--- src/design/asid_pkg.sv ---
// Package for the area select input decoder: register map, field layout,
// reset values and timing constants.
// Assumes a 50 MHz core clock and a 32-bit Avalon-MM register port.
package asid_pkg;

    // ------------------------------------------------------------------
    // Geometry of the selection inputs
    // ------------------------------------------------------------------
    localparam int NUM_PAIRS = 5;
    localparam int PAIR_W = 3;
    localparam int AREA_W = 8;
    localparam int COUNT_W = 4;
    localparam logic [AREA_W-1:0] MAX_FIXED_AREA = 8'h80;

    // ------------------------------------------------------------------
    // Register map, byte addresses
    // ------------------------------------------------------------------
    localparam int ADDR_W = 5;
    localparam logic [ADDR_W-1:0] REG_CTRL = 5'h00;
    localparam logic [ADDR_W-1:0] REG_DELAY = 5'h04;
    localparam logic [ADDR_W-1:0] REG_STATUS = 5'h08;
    localparam logic [ADDR_W-1:0] REG_IRQ_STAT = 5'h0C;
    localparam logic [ADDR_W-1:0] REG_IRQ_MASK = 5'h10;

    // ------------------------------------------------------------------
    // Field positions
    // ------------------------------------------------------------------
    localparam int CTRL_MODE_BIT = 0;
    localparam int CTRL_PAIRS_LSB = 4;
    localparam int DELAY_W = 16;
    localparam int STAT_AREA_LSB = 0;
    localparam int STAT_VALID_BIT = 8;
    localparam int STAT_ERR_BIT = 9;
    localparam int STAT_SETTLING_BIT = 10;
    localparam int STAT_TRUE_LSB = 16;
    localparam int STAT_COMP_LSB = 24;
    localparam int IRQ_W = 2;
    localparam int IRQ_AREA_BIT = 0;
    localparam int IRQ_ERR_BIT = 1;

    // ------------------------------------------------------------------
    // Mode encodings and reset values
    // ------------------------------------------------------------------
    localparam logic MODE_PAIR = 1'b0;
    localparam logic MODE_FIXED = 1'b1;
    localparam logic [PAIR_W-1:0] PAIRS_RESET = 3'h5;
    localparam logic [IRQ_W-1:0] IRQ_MASK_RESET = 2'h0;

    // ------------------------------------------------------------------
    // Timing
    // ------------------------------------------------------------------
    localparam int CLK_FREQ_HZ = 50000000;
    localparam int MS_PER_S = 1000;
    localparam int SETTLE_DEFAULT_MS = 30;
    localparam logic [DELAY_W-1:0] DELAY_RESET = DELAY_W'(SETTLE_DEFAULT_MS);
    localparam int TICK_W = 17;

    typedef enum logic [1:0] {
        ST_SETTLE = 2'b01,
        ST_HOLD = 2'b10
    } asid_state_t;

endpackage

--- src/design/asid_sync2.sv ---
// Two-stage synchroniser for a group of static input lines.
// Assumes the lines change slowly compared with the core clock.
`timescale 1ns/1ps
`default_nettype none
module asid_sync2 #(
    parameter int W = 5
) (
    input wire logic core_clk,
    input wire logic rst_n,
    input wire logic [W-1:0] asyncIn,
    output logic [W-1:0] syncOut
);
    logic [W-1:0] metaR;

    always_ff @(posedge core_clk or negedge rst_n) begin
        if (!rst_n) begin
            metaR <= '0;
            syncOut <= '0;
        end else begin
            metaR <= asyncIn;
            syncOut <= metaR;
        end
    end
endmodule
`default_nettype wire

--- src/design/asid_fixed_rank.sv ---
// Ranks an ON pattern of the used lines for fixed-count selection.
// Used lines are the true lines of the configured pairs, then their complements.
// Assumes the caller checks that the ON count is half the used lines.
`timescale 1ns/1ps
`default_nettype none
module asid_fixed_rank
    import asid_pkg::*;
(
    input wire logic [asid_pkg::NUM_PAIRS-1:0] trueIn,
    input wire logic [asid_pkg::NUM_PAIRS-1:0] compIn,
    input wire logic [asid_pkg::PAIR_W-1:0] pairs,
    output logic [asid_pkg::AREA_W-1:0] rank,
    output logic [asid_pkg::COUNT_W-1:0] onCount
);
    function automatic int binom(input int n, input int k);
        int p[0:9][0:5];
        for (int i = 0; i < 10; i++) begin
            for (int j = 0; j < 6; j++) begin
                if (j == 0) p[i][j] = 1;
                else if (i == 0) p[i][j] = 0;
                else p[i][j] = p[i-1][j-1] + p[i-1][j];
            end
        end
        return (k > 5) ? 0 : p[n][k];
    endfunction

    // Colex rank: the pattern table therefore depends on the used line count.
    always_comb begin
        logic [2*NUM_PAIRS-1:0] vec;
        int cnt;
        int acc;
        int np;
        vec = '0;
        cnt = 0;
        acc = 0;
        np = int'(pairs);
        for (int i = 0; i < 2 * NUM_PAIRS; i++) begin
            if (i < np) vec[i] = trueIn[i];
            else if (i < 2 * np) vec[i] = compIn[i-np];
        end
        for (int i = 0; i < 2 * NUM_PAIRS; i++) begin
            if (vec[i]) begin
                cnt = cnt + 1;
                acc = acc + binom(i, cnt);
            end
        end
        rank = AREA_W'(acc);
        onCount = COUNT_W'(cnt);
    end
endmodule
`default_nettype wire

--- src/design/asid_decoder.sv ---
// Area select input decoder: settles, checks and decodes the external
// area selection lines into the active area number.
// Assumes static lines from an external controller and an Avalon-MM master.
`timescale 1ns/1ps
`default_nettype none

module asid_decoder
    import asid_pkg::*;
#(
    parameter int TICK_CYCLES = asid_pkg::CLK_FREQ_HZ / asid_pkg::MS_PER_S
) (
    input wire logic core_clk,
    input wire logic rst_n,
    input wire logic [asid_pkg::NUM_PAIRS-1:0] trueLine,
    input wire logic [asid_pkg::NUM_PAIRS-1:0] compLine,
    input wire logic [asid_pkg::ADDR_W-1:0] avs_address,
    input wire logic avs_read,
    input wire logic avs_write,
    input wire logic [31:0] avs_writedata,
    input wire logic [3:0] avs_byteenable,
    output logic [31:0] avs_readdata,
    output logic avs_waitrequest,
    output logic [asid_pkg::AREA_W-1:0] areaNum,
    output logic areaValid,
    output logic inputError,
    output logic irq
);
    import asid_pkg::*;

    // ------------------------------------------------------------------
    // Input synchronisation
    // ------------------------------------------------------------------
    logic [NUM_PAIRS-1:0] trueSync;
    logic [NUM_PAIRS-1:0] compSync;

    asid_sync2 #(.W(NUM_PAIRS)) u_syncTrue (
        .core_clk(core_clk),
        .rst_n(rst_n),
        .asyncIn(trueLine),
        .syncOut(trueSync)
    );

    asid_sync2 #(.W(NUM_PAIRS)) u_syncComp (
        .core_clk(core_clk),
        .rst_n(rst_n),
        .asyncIn(compLine),
        .syncOut(compSync)
    );

    // ------------------------------------------------------------------
    // Registers and state
    // ------------------------------------------------------------------
    logic modeR;
    logic [PAIR_W-1:0] pairsR;
    logic [DELAY_W-1:0] delayR;
    logic [IRQ_W-1:0] irqStatR;
    logic [IRQ_W-1:0] irqStatNxt;
    logic [IRQ_W-1:0] irqMaskR;
    logic ackR;
    logic [31:0] readDataR;
    logic [NUM_PAIRS-1:0] trueSeenR;
    logic [NUM_PAIRS-1:0] compSeenR;
    logic [TICK_W-1:0] tickCntR;
    logic [DELAY_W-1:0] msCntR;
    logic [AREA_W-1:0] areaR;
    logic validR;
    logic errR;
    asid_state_t stateR;
    asid_state_t stateNxt;

    // ------------------------------------------------------------------
    // Bus decode
    // ------------------------------------------------------------------
    wire busReq = avs_read | avs_write;
    wire wrAck = avs_write & ackR;
    wire rdLoad = avs_read & ~ackR;
    wire selCtrl = (avs_address == REG_CTRL);
    wire selDelay = (avs_address == REG_DELAY);
    wire selStatus = (avs_address == REG_STATUS);
    wire selIrqStat = (avs_address == REG_IRQ_STAT);
    wire selIrqMask = (avs_address == REG_IRQ_MASK);
    wire [31:0] laneMask = {{8{avs_byteenable[3]}}, {8{avs_byteenable[2]}},
                            {8{avs_byteenable[1]}}, {8{avs_byteenable[0]}}};
    wire [31:0] wrBits = avs_writedata & laneMask;
    wire ctrlWr = wrAck & selCtrl & avs_byteenable[0];
    wire delayWr = wrAck & selDelay;
    wire irqClrWr = wrAck & selIrqStat;
    wire irqMaskWr = wrAck & selIrqMask;

    // One wait state on every access; unmapped addresses read zero.
    assign avs_waitrequest = busReq & ~ackR;
    assign avs_readdata = readDataR;

    wire [31:0] ctrlView = {25'h0, pairsR, 3'h0, modeR};
    wire [31:0] delayView = {16'h0, delayR};
    wire [31:0] statusView = {3'h0, compSync, 3'h0, trueSync, 5'h00,
                              (stateR == ST_SETTLE), errR, validR, areaR};
    wire [31:0] irqStatView = {30'h0, irqStatR};
    wire [31:0] irqMaskView = {30'h0, irqMaskR};
    wire [31:0] rdMux = selCtrl ? ctrlView :
                        selDelay ? delayView :
                        selStatus ? statusView :
                        selIrqStat ? irqStatView :
                        selIrqMask ? irqMaskView : 32'h0000_0000;

    // ------------------------------------------------------------------
    // Decoding
    // ------------------------------------------------------------------
    wire [NUM_PAIRS-1:0] pairUsed;
    wire [NUM_PAIRS-1:0] pairBad;
    genvar g;
    generate
        for (g = 0; g < NUM_PAIRS; g++) begin : gPair
            assign pairUsed[g] = (PAIR_W'(g) < pairsR);
            assign pairBad[g] = pairUsed[g] & (trueSync[g] == compSync[g]);
        end
    endgenerate

    wire pairsCfgOk = (pairsR != 3'h0) && (pairsR <= PAIR_W'(NUM_PAIRS));
    // Area minus one carries a one in bit k when pair k is used and its complement is ON.
    wire [AREA_W-1:0] pairCode = {{(AREA_W - NUM_PAIRS){1'b0}}, compSync & pairUsed};
    wire [AREA_W-1:0] pairArea = pairCode + 8'h01;
    wire pairOk = pairsCfgOk & ~(|pairBad);

    logic [AREA_W-1:0] fixedRank;
    logic [COUNT_W-1:0] fixedOn;

    asid_fixed_rank u_rank (
        .trueIn(trueSync),
        .compIn(compSync),
        .pairs(pairsR),
        .rank(fixedRank),
        .onCount(fixedOn)
    );

    // Ranking from the used set alone lets the line count shape the table.
    wire [AREA_W-1:0] fixedArea = fixedRank + 8'h01;
    // Half the used lines equals the pair count; with two pairs, any two ON.
    wire fixedCountOk = (fixedOn == COUNT_W'(pairsR));
    wire fixedOk = pairsCfgOk & fixedCountOk & (fixedArea <= MAX_FIXED_AREA);

    wire decOk = (modeR == MODE_FIXED) ? fixedOk : pairOk;
    wire [AREA_W-1:0] decArea = (modeR == MODE_FIXED) ? fixedArea : pairArea;

    // ------------------------------------------------------------------
    // Settling timer
    // ------------------------------------------------------------------
    // Any edge on the lines or a new setup restarts the full delay.
    wire linesMoved = (trueSync != trueSeenR) | (compSync != compSeenR);
    wire restart = linesMoved | ctrlWr | delayWr;
    wire msTick = (tickCntR == TICK_W'(TICK_CYCLES - 1));
    wire settled = (stateR == ST_SETTLE) & ~restart & (msCntR >= delayR);
    wire areaChanged = settled & decOk & (~validR | (areaR != decArea));
    wire errEvent = settled & ~decOk;

    always_comb begin
        case (stateR)
            ST_SETTLE: stateNxt = settled ? ST_HOLD : ST_SETTLE;
            ST_HOLD: stateNxt = restart ? ST_SETTLE : ST_HOLD;
            default: stateNxt = ST_SETTLE;
        endcase
    end

    // A new event wins over a clear written in the same cycle.
    assign irqStatNxt = (irqStatR & ~(irqClrWr ? wrBits[IRQ_W-1:0] : 2'h0)) | {errEvent, areaChanged};

    // ------------------------------------------------------------------
    // Bus registers
    // ------------------------------------------------------------------
    always_ff @(posedge core_clk or negedge rst_n) begin
        if (!rst_n) begin
            ackR <= 1'b0;
            readDataR <= 32'h0000_0000;
        end else begin
            ackR <= busReq & ~ackR;
            if (rdLoad) begin
                readDataR <= rdMux;
            end
        end
    end

    always_ff @(posedge core_clk or negedge rst_n) begin
        if (!rst_n) begin
            modeR <= MODE_PAIR;
            pairsR <= PAIRS_RESET;
            delayR <= DELAY_RESET;
            irqMaskR <= IRQ_MASK_RESET;
        end else begin
            if (ctrlWr) begin
                modeR <= wrBits[CTRL_MODE_BIT];
                pairsR <= wrBits[CTRL_PAIRS_LSB +: PAIR_W];
            end
            if (delayWr) begin
                delayR <= (delayR & ~laneMask[DELAY_W-1:0]) | wrBits[DELAY_W-1:0];
            end
            if (irqMaskWr & avs_byteenable[0]) begin
                irqMaskR <= wrBits[IRQ_W-1:0];
            end
        end
    end

    always_ff @(posedge core_clk or negedge rst_n) begin
        if (!rst_n) begin
            irqStatR <= '0;
        end else begin
            irqStatR <= irqStatNxt;
        end
    end

    // ------------------------------------------------------------------
    // Settling and area registers
    // ------------------------------------------------------------------
    always_ff @(posedge core_clk or negedge rst_n) begin
        if (!rst_n) begin
            stateR <= ST_SETTLE;
            trueSeenR <= '0;
            compSeenR <= '0;
            tickCntR <= '0;
            msCntR <= '0;
        end else begin
            stateR <= stateNxt;
            trueSeenR <= trueSync;
            compSeenR <= compSync;
            if (restart | msTick) begin
                tickCntR <= '0;
            end else begin
                tickCntR <= tickCntR + TICK_W'(1);
            end
            if (restart) begin
                msCntR <= '0;
            end else if (msTick & (msCntR != {DELAY_W{1'b1}})) begin
                msCntR <= msCntR + DELAY_W'(1);
            end
        end
    end

    // The old area stays in force while new inputs settle, so a moving
    // input never shows a half-switched area.
    always_ff @(posedge core_clk or negedge rst_n) begin
        if (!rst_n) begin
            areaR <= '0;
            validR <= 1'b0;
            errR <= 1'b0;
        end else if (settled) begin
            errR <= ~decOk;
            validR <= decOk;
            if (decOk) begin
                areaR <= decArea;
            end
        end
    end

    // ------------------------------------------------------------------
    // Outputs
    // ------------------------------------------------------------------
    assign areaNum = areaR;
    assign areaValid = validR;
    assign inputError = errR;
    assign irq = |(irqStatR & irqMaskR);

endmodule
`default_nettype wire

--- config.mk ---
export PLATFORM = sky130hd
export DESIGN_NAME = asid_decoder
export DESIGN_NICKNAME = d
export VERILOG_FILES = /design/src/design/asid_pkg.sv /design/src/design/asid_sync2.sv /design/src/design/asid_fixed_rank.sv /design/src/design/asid_decoder.sv
export SDC_FILE = /design/constraint.sdc
export NUM_CORES = 1
export LEC_CHECK = 0
export BUFFER_PORTS_ARGS = -buffer_cell sky130_fd_sc_hd__buf_2
export CORE_MARGIN = 4
export CORE_UTILIZATION = 60
export CTS_BUF_LIST = sky130_fd_sc_hd__clkbuf_8
export CTS_CLUSTER_SIZE = 20
export DETAILED_ROUTE_END_ITERATION = 8
export PLACE_DENSITY = 0.87
export RECOVER_POWER = 25
export SLEW_MARGIN = 20
export SYNTH_ARGS = -nofsm -noshare
export SYNTH_HDL_FRONTEND = slang
export SYNTH_SLANG_ARGS = --single-unit
export TNS_END_PERCENT = 20
--- constraint.sdc ---
create_clock -name core_clk -period 23.9 [get_ports core_clk]
set_input_delay 5.975 -clock core_clk [delete_from_list [all_inputs] [get_ports core_clk]]
set_output_delay 5.975 -clock core_clk [all_outputs]
set_load 0.005 [all_outputs]
==> results of run 1 <==
worst paths after layout:
check / start / to / cells past startpoint / slack, ps
min in group asynchronous: rst_n / areaNum[7] / 1 / 6250
max in group asynchronous: rst_n / tickCntR[15] / 2 / 15610
hold reg to reg: u_syncComp.metaR[3] / u_syncComp.syncOut[3] / 0 / 350
hold / removal: u_syncComp.metaR[3] / u_syncComp.syncOut[3] / 0 / 350
setup reg to reg: pairsR[1] / irqStatR[0] / 53 / 10180
setup / recovery: pairsR[1] / irqStatR[0] / 53 / 10180
cell usage in the layout, fill, tap and decap left out, types with 31 or more instances in the layout:
| master | netlist | final |
|---|---|---|
| nand2_1 | 134 | 134 |
| dfrtp_1 | 119 | 119 |
| nor2_1 | 112 | 112 |
| ha_1 | 102 | 102 |
| inv_1 | 82 | 84 |
| buf_2 | 8 | 72 |
| xnor2_1 | 59 | 59 |
| a21oi_1 | 55 | 55 |
| o21ai_0 | 52 | 52 |
| xor2_1 | 45 | 45 |
| nand3_1 | 32 | 32 |
| mux2_2 | 31 | 31 |
kinds of logic (layout without fill, tap and decap cells):
group                      count (synthesis)  count (layout)  synth area share
buffers and inverters                    140             201            0.0582
other                                      1               8          0.000337
adders and majority gates                112             112             0.131
AOI/OAI and AO/OA                        268             268             0.176
and+or+nand+nor                          430             430             0.192
DFF                                      126             126             0.284
xor gates and xnor gates                 111             111            0.0949
muxes                                     62              62            0.0631
cell type report:
cell class,count,area share
Antenna cell,2,0.000417
Clock buffer,22,0.0253
Clock inverter,10,0.0114
Inverter,84,0.0263
Multi-Input combinational cell,989,0.611
Sequential cell,126,0.264
Tap cell,229,0.0239
Timing Repair Buffer,85,0.0376
power groups by stage:
stage	logic (W)	clock network, W	registers [W]
2_1_floorplan	0.000412	0	0.000229
3_3_place_gp	0.000492	0	0.000235
3_5_place_dp	0.000514	0	0.000235
4_1_cts	0.000517	0.000201	0.000231
5_1_grt	0.000586	0.000211	0.000233
6_report	0.000521	0.000200	0.000232
stage by stage:
step,setup slack (ps),instance area (sq um),util
after floorplan,11800,11100,-
after global placement,10700,11500,0.639
after detailed placement,10290,11500,0.639
after CTS,10280,12000,0.663
after global routing,9250,12000,0.663
final,10180,12000,0.663
per-layer routing:
layer,up-vias,part of all wire
met5,-,0
met2,337,0.48
met3,54,0.060
met4,0,0.023
met1,4477,0.43
li1,4498,-
==> metrics.md, run 1 <==
| Metric | Value |
|---|---|
| Status | `finished with violations` |
| Violated checks | `max-capacitance violations, max-slew violations` |
| Post-synth top cells | `nand2_1 (134), dfrtp_1 (119), nor2_1 (112)` |
| Worst EP required | `24230 ps` |
| Switching Share | `0.423` |
| DRC viols | `0` |
| H-tree Lvls | `4` |
| CTS Buffer Depth | `2` |
| Hold Fails Final Rpt | `0` |
| GRT Total Usage | `0.259` |
| Sequential fraction of the synthesis area | `0.284` |
| Post-synth EDFFs | `0` |
| Syn Inst Count | `1250` |
| Cts repair resizes | `0` |
| Synth area leader | `dfrtp_1` |
| Ranking of synthesized cells by area | `dfrtp_1 (27%), ha_1 (11%), xnor2_1 (4.6%)` |
| Die width | `144 um` |
| Post-Route Setup TNS | `0 ps` |
| Hold Crit Class | `reg2reg` |
| Drt first pass iters | `5` |
| Num CTS Buffers | `17` |
| Pleak | `5.49 nW` |
| Setup Buffers After CTS | `0` |
| Ys async rst share | `1.00` |
| # clock sinks | `126` |
| Switch Pwr | `0.000403 W` |
| Max_slew headroom | `-0.612` |
| Critical Path Start Type | `register` |
| Top FF cell, synth | `dfrtp_1` |
| GRT overflow | `0` |
| Share of the synthesized area in the top cell type | `0.268` |
| Register Area | `3160 sq um` |
| Nets | `1468` |
| Wire per inst | `16.9 um` |
| Final Hold Slack | `351 ps` |
| Vias in the first global route | `9201` |
| #FFs+latches synth | `126` |
| Met1 Use GR | `0.336` |
| # IOs | `99` |
| CTS tree | `built` |
| CTS Hold Buffers Added | `0` |
| GPL Wtd Cong | `0.928` |
| Area occupied by multi-input gates | `7330 sq um` |
| First-pass GRT wire length | `43900 um` |
| Largest net degree at the start of global routing | `83` |
| Fmax | `72.9 MHz` |
| DP HPWL | `19700 um` |
| Site row count | `49` |
| Initial DRC Count | `716` |
| Synth Cell Area | `11100 sq um` |
| Fraction of layout instances using a drive strength above 1 | `0.157` |
| PwrDens | `79.4 nW/um^2` |
| Combinational Power Share | `0.547` |
| Setup Crit Path Kind | `reg2reg` |
| Setup Skew | `14.3 ps` |
| Final std cells w/o fill | `1547` |
| GRT met2 Usage | `0.438` |
| M3 GR Usage | `0.0473` |
| Worst Path Max Fanout | `15` |
| Worst path buffer plus inverter count | `6` |
| Starting Density | `0.615` |
| Syn avg cell area | `8.89 sq um` |
| Most common cell on crit path | `ha_1` |
| Internal power | `0.000549 W` |
| Final WL | `26200 um` |
| Count of final setup violators | `0` |
| Most used routing layer | `met2` |
| Layout filler cell count | `1376` |
| Clock network power share | `0.210` |
| Seq pwr share | `0.244` |
| Most numerous cell in the Yosys netlist | `nand2_1` |
| Max-cap violation count | `1` |
| Pwr Total | `0.000952 W` |
| Antenna-violating nets left | `0` |
| DP Cell Count | `1513` |
| CTS clk-pin slew, worst paths | `80 ps` |
| Vias per cell | `6.05` |
| Syn. warnings | `0` |
| Via Count | `9366` |
| Count of buffers from port buffering | `74` |
| Initial antenna violation count | `2` |
| Crit. End Element | `register` |
| Die footprint | `20800 sq um` |
| Part of the cycle the worst path needs | `0.574` |
| Area grow syn2layout | `7.86%` |
| VDD IR max | `0.0000642 V` |
| WP data arrival | `14050 ps` |
| Clock insertion delay at the later pin of the skew report | `440 ps` |
| Worst path slowest cell | `dfrtp_1` |
| Worst-Margin Slew | `2420 ps` |
| Root buffer cell | `clkbuf_8` |
| Final min period | `13720 ps` |
| Die Y | `144 um` |
| Core area | `18100 sq um` |
| Worst path top cell family by delay | `compound AO/OA/AOI/OAI gates` |
| Slew Viols, Final | `46` |
| Distinct cells, synth | `108` |
| CP peak stage delay | `750 ps` |
| RSZ-0062 raised after global routing | `false` |
No activity file was read; power rests on OpenSTA's default activity.
==> inputs of run 2 (changes only) <==
Clock period 23.9 ns to 12.78 ns, I/O delays scaled along.
==> run 2 against run 1 <==
Compared with the run above:
- the run still ends with max-capacitance violations, max-slew violations left
- global-route usage up 0.95 points
- largest cell class unchanged
- count of clock-buffer cells in the layout down 4
- largest power group unchanged
- worst setup slack worse by 9700 ps
- non-clock buffer count up 19
- fmax up 11%
- highest routed layer is now met5
- utilization up 1.9 points
- wire length up 9.3%
- sequential power up 84%
- final cell count up 1.2%
==> metrics.md, run 2 (synthesized netlist as in run 1, its figures left out) <==
| Metric | Value |
|---|---|
| Most frequent cells in the layout | `nand2_1 (134), dfrtp_1 (119), nor2_1 (111)` |
| CTS Buffer Depth | `2` |
| Commonest non-fill, non-tap cell in the layout | `nand2_1` |
| Root buffer cell | `clkbuf_8` |
| Final min period | `12350 ps` |
| Violated checks | `max-capacitance violations, max-slew violations` |
| Pwr Total | `0.00187 W` |
| Switching Share | `0.430` |
| Drt first pass iters | `5` |
| Antenna-violating nets left | `0` |
| Fmax | `81.0 MHz` |
| Met1 Use GR | `0.345` |
| Seq pwr share | `0.229` |
| Clock network power share | `0.204` |
| Layout filler cell count | `1307` |
| Worst path top cell family by delay | `compound AO/OA/AOI/OAI gates` |
| Switch Pwr | `0.000804 W` |
| GRT overflow | `0` |
| Register Area | `3160 sq um` |
| Status | `finished with violations` |
| Count of final setup violators | `0` |
| Area occupied by multi-input gates | `7540 sq um` |
| Worst path buffer plus inverter count | `6` |
| Part of the cycle the worst path needs | `0.966` |
| Pleak | `5.62 nW` |
| Area grow syn2layout | `10.9%` |
| # clock sinks | `126` |
| Worst-Margin Slew | `2430 ps` |
| Dpl ws | `-94.4 ps` |
| Clock insertion delay at the later pin of the skew report | `450 ps` |
| H-tree Lvls | `4` |
| First-pass GRT wire length | `45300 um` |
| Initial antenna violation count | `2` |
| Initial DRC Count | `808` |
| Worst path slowest cell | `dfstp_2` |
| CP peak stage delay | `550 ps` |
| Worst Path Max Fanout | `6` |
| CTS clk-pin slew, worst paths | `80 ps` |
| Count of buffers from port buffering | `74` |
| Via Count | `9692` |
| Vias per cell | `6.19` |
| Final WL | `28600 um` |
| Slew Viols, Final | `46` |
| DRC viols | `0` |
| Nets | `1487` |
| Max-cap violation count | `1` |
| CTS Hold Buffers Added | `0` |
| Die Y | `144 um` |
| WP data arrival | `12690 ps` |
| PwrDens | `152 nW/um^2` |
| Combinational Power Share | `0.567` |
| Vias in the first global route | `9406` |
| Post-Route Setup TNS | `0 ps` |
| Most common cell on crit path | `ha_1` |
| Critical Path Start Type | `register` |
| Core area | `18100 sq um` |
| Internal power | `0.00106 W` |
| Crit. End Element | `register` |
| Starting Density | `0.615` |
| Site row count | `49` |
| # IOs | `99` |
| Die width | `144 um` |
| Hold Crit Class | `reg2reg` |
| M3 GR Usage | `0.0483` |
| Setup Crit Path Kind | `reg2reg` |
| Setup Skew | `13.1 ps` |
| Fraction of layout instances using a drive strength above 1 | `0.190` |
| Hold Fails Final Rpt | `0` |
| VDD IR max | `0.0000977 V` |
| CTS tree | `built` |
| Worst setup margin | `430 ps` |
| DP HPWL | `20600 um` |
| Largest net degree at the start of global routing | `83` |
| Die footprint | `20800 sq um` |
| Max_slew headroom | `-0.618` |
| Most used routing layer | `met2` |
| Num CTS Buffers | `17` |
| Worst EP required | `13120 ps` |
| GPL Wtd Cong | `0.945` |
| GRT met2 Usage | `0.460` |
| GRT Total Usage | `0.268` |
| Wire per inst | `18.3 um` |
## run 2: cell count changes in the layout (fill, tap and decap cells not counted), sizes merged
cell,change
diode,-1
clkinvlp,-1
buf,+15
bufinv,+1
clkinv,+4
## run 2: power by group through the flow
stage	Sequential, W	Clock (W)	Combinational (W)
2_1_floorplan	0.000429	0	0.000771
3_3_place_gp	0.000433	0	0.000944
3_5_place_dp	0.000434	0	0.000993
4_1_cts	0.000427	0.000384	0.00100
5_1_grt	0.000429	0.000401	0.00118
6_report	0.000427	0.000381	0.00106
## run 2: final cells by class
type | count | area share
well taps | 229 | 0.0232
multi-input cells | 989 | 0.612
clock buffers | 18 | 0.0201
inverters | 84 | 0.0256
clock inverters | 14 | 0.0155
diodes | 1 | 0.000203
flip-flops and latches | 126 | 0.257
repair buffers | 104 | 0.0472
## run 2: final timing paths
| path | from | end | slack [ps] | depth (start not counted) |
|---|---|---|---|---|
| min reg2reg | u_syncTrue.metaR[3] | u_syncTrue.syncOut[3] | 340 | 0 |
| max | pairsR[0] | areaValid | 430 | 55 |
| min in group asynchronous | rst_n | areaNum[7] | 3470 | 1 |
| max in group asynchronous | rst_n | compSeenR[2] | 7250 | 2 |
| max reg2reg | pairsR[0] | areaValid | 430 | 55 |
| min | u_syncTrue.metaR[3] | u_syncTrue.syncOut[3] | 340 | 0 |
## run 2: stage by stage
stage / instances / util / hold slack, ps / cell area [sq um]
finish: 1565 / 0.681 / 345 / 12300
global route: 1565 / 0.681 / 349 / 12300
CTS: 1561 / 0.670 / 348 / 12100
detailed placement: 1529 / 0.645 / 337 / 11700
global placement: 1529 / 0.645 / 332 / 11700
floorplan: 1255 / - / 331 / 11100
## run 2: routing by layer
metal  part of all wire  vias up
met5            0.00028        -
met3              0.064       77
met1               0.42     4699
met4              0.026        2
met2               0.49      394
li1                   -     4520
## run 2: what timing repair did
item / in CTS / in global routing
endpoints found under the setup margin: 10 / 12
setup buffers: 0 / 3
resized for setup: 2 / 40
cloned: 0 / 0
hold endpoints to repair: 0 / 0
pin swaps: 0 / 5
==> inputs of run 3 (changes only) <==
Settings changed: ABC_AREA set to 1.
==> run 3 against run 2 <==
Compared with the run above:
- the flow still finishes with violations (max-capacitance violations, max-slew violations)
- fmax is 4.3% higher
- via count grew 3.3%
- register-to-register slack improved by 510 ps
- first-iteration DRC count down 19%
- non-clock buffer count down 27
- clock skew increased by 3.4 ps
- sequential share of layout area rose by 1.3 points
- die area decreased by 2.3%
- final cell count increased by 16%
- count of clock-buffer cells in the layout unchanged
- synthesized cell count increased by 22%
- total power down 2.8%
- critical endpoint is now areaNum[4]
- largest power group unchanged
==> metrics.md, run 3 <==
| Metric | Value |
|---|---|
| First-pass GRT wire length | `44400 um` |
| Post-synth EDFFs | `0` |
| GRT Total Usage | `0.262` |
| Ys async rst share | `1.00` |
| Worst Path Max Fanout | `13` |
| Largest family of logic cells by synthesized area | `simple AND/OR/NAND/NOR gates` |
| CP startpoint | `pairsR[0]` |
| Nets | `1744` |
| H-tree Lvls | `4` |
| Finished Cell Area | `11700 sq um` |
| Final min period | `11840 ps` |
| Wire per inst | `14.4 um` |
| WP data arrival | `12180 ps` |
| CP Depth | `66` |
| Mux contribution to synthesized area | `0.00104` |
| Setup Skew | `16.6 ps` |
| Synth Cell Area | `10800 sq um` |
| Initial antenna violation count | `0` |
| Share of the synthesized area in the top cell type | `0.275` |
| Post-synth top cells | `nand2_1 (378), inv_1 (212), nand3_1 (141)` |
| # IOs | `99` |
| Final core occ | `0.671` |
| R2R Setup Slk | `940 ps` |
| Core area | `17500 sq um` |
| Max-cap violation count | `1` |
| Vias in the first global route | `9914` |
| Violated checks | `max-capacitance violations, max-slew violations` |
| Setup Buffers After CTS | `0` |
| Largest net degree at the start of global routing | `86` |
| CP peak stage delay | `700 ps` |
| Final WL | `26100 um` |
| Hold Crit Class | `reg2reg` |
| Syn avg cell area | `7.12 sq um` |
| Site row count | `48` |
| Area grow syn2layout | `8.16%` |
| Placed cell areas | `11300 sq um` |
| Worst Setup EP | `areaNum[4]` |
| Syn. warnings | `0` |
| Num CTS Buffers | `17` |
| Post-Synth Simple-Gate Area | `0.329` |
| Worst path buffer plus inverter count | `10` |
| Starting Density | `0.620` |
| Drt first pass iters | `7` |
| Max_slew headroom | `-0.528` |
| Root buffer cell | `clkbuf_8` |
| Worst path top cell family by delay | `simple AND/OR/NAND/NOR gates` |
| Setup Crit Path Kind | `reg2reg` |
| Sequential fraction of the synthesis area | `0.292` |
| Synth area leader | `dfrtp_1` |
| Commonest non-fill, non-tap cell in the layout | `nand2_1` |
| #FFs+latches synth | `126` |
| Final std cells w/o fill | `1816` |
| CTS clk-pin slew, worst paths | `80 ps` |
| GRT overflow | `0` |
| GPL Wtd Cong | `0.904` |
| Count of final setup violators | `0` |
| DP HPWL | `19800 um` |
| Worst Reg-to-Reg Cells | `66` |
| Fmax | `84.4 MHz` |
| Count of buffers from port buffering | `74` |
| DP Cell Count | `1785` |
| Worst EP required | `13120 ps` |
| Die width | `142 um` |
| Fraction of layout instances using a drive strength above 1 | `0.135` |
| Via Count | `10000` |
| Most common cell on crit path | `nand2_1` |
| Worst path slowest cell | `fa_2` |
| VDD IR max | `0.000186 V` |
| Worst-Margin Slew | `2290 ps` |
| Most numerous cell in the Yosys netlist | `nand2_1` |
| Pwr Total | `0.00182 W` |
| Pleak | `6.18 nW` |
| Xor and xnor area share after synthesis | `0.0402` |
| Vias per cell | `5.52` |
| Adder-Cell Fraction of Synth Area | `0.132` |
| Clock insertion delay at the later pin of the skew report | `440 ps` |
| Slew Viols, Final | `43` |
| Part of the cycle the worst path needs | `0.927` |
| Hold Fails Final Rpt | `0` |
| Startpoint of the worst register-to-register path | `pairsR[0]` |
| Status | `finished with violations` |
| Distinct cells, synth | `61` |
| CTS Buffer Depth | `2` |
| Top FF cell, synth | `dfrtp_1` |
| Most frequent cells in the layout | `nand2_1 (378), inv_1 (211), nand3_1 (141)` |
| Syn Inst Count | `1522` |
| CTS Hold Buffers Added | `0` |
| # clock sinks | `126` |
| DRC viols | `0` |
| Critical Path Start Type | `register` |
| CTS tree | `built` |
| Synth Area in Compound Gates | `0.103` |
| Final Hold Slack | `348 ps` |
| Die footprint | `20300 sq um` |
| N_diodes | `0` |
| Crit. End Element | `register` |
| Initial DRC Count | `654` |
| Ranking of synthesized cells by area | `dfrtp_1 (27%), nand2_1 (13%), ha_1 (12%)` |
| Critical R2R Capture | `areaNum[4]` |
| Antenna-violating nets left | `0` |
| PwrDens | `155 nW/um^2` |
| Die Y | `142 um` |
[run 3: cell count changes after synthesis, sizes merged, moves of 25 or more]
cell | before | now
a21oi | 56 | 81
inv | 84 | 217
mux2 | 32 | 1
mux2i | 27 | 0
nand2 | 135 | 404
nand3 | 32 | 160
or2 | 5 | 32
xnor2 | 63 | 10
[run 3: final cells by class]
| class | count | area [sq um] |
|---|---|---|
| Timing Repair Buffer | 77 | 394 |
| Clock inverter | 13 | 210 |
| Sequential cell | 126 | 3160 |
| Multi-Input combinational cell | 1138 | 6610 |
| Clock buffer | 18 | 248 |
| Tap cell | 225 | 282 |
| Inverter | 219 | 825 |
| Fill cell | 1429 | 5750 |
[run 3: worst min path at each step]
stage                              from  slack, ps                     to  cells past startpoint
floorplan           u_syncComp.metaR[0]        330  u_syncComp.syncOut[0]                      0
global placement    u_syncTrue.metaR[2]        340  u_syncTrue.syncOut[2]                      0
detailed placement  u_syncTrue.metaR[0]        340  u_syncTrue.syncOut[0]                      0
CTS                 u_syncTrue.metaR[2]        350  u_syncTrue.syncOut[2]                      0
global route        u_syncTrue.metaR[1]        360  u_syncTrue.syncOut[1]                      0
finish              u_syncTrue.metaR[1]        350  u_syncTrue.syncOut[1]                      0
[run 3: report_power, final]
part	switching [W]	internal (W)
registers	0.0000126	0.000416
clock network	0.000164	0.000238
logic	0.000630	0.000357
[run 3: cells by family (layout without fill, tap and decap cells)]
kind of cell / Yosys count / count (layout)
compound gates: 199 / 199
xor+xnor: 39 / 39
fa+ha+maj: 110 / 110
buf+inv: 263 / 327
flops: 126 / 126
mux: 1 / 1
other cells: 1 / 6
simple gates: 783 / 783
[run 3: stage by stage]
stage	TNS (ps)	worst slack, ps
after floorplan	0	2090
after global placement	0	1040
after detailed placement	0	774
after CTS	0	739
after global routing	-66.6	-29.6
final	0	938
[run 3: worst reg2reg max path: cells and delay by family, from the launching register on]
kind | cells | cell delay [ps]
AOI/OAI and AO/OA | 6 | 1050
DFF | 1 | 690
and+or+nand+nor | 38 | 5110
buffers and inverters | 10 | 960
adders and majority gates | 10 | 3560
xor gates and xnor gates | 2 | 410
[run 3: routing by layer]
metal	routed length (um)	track usage	share of wire	up-vias
met5	0	0	0	-
met4	562	0.0825	0.022	0
met3	1370	0.0447	0.053	62
met2	12900	0.457	0.49	269
met1	11300	0.333	0.43	4692
li1	-	-	-	4993
[run 3: what timing repair did]
item / 4_1_cts / 5_1_grt
resized for setup: 0 / 6
hold endpoints to repair: 0 / 0
setup endpoints to repair: 0 / 12
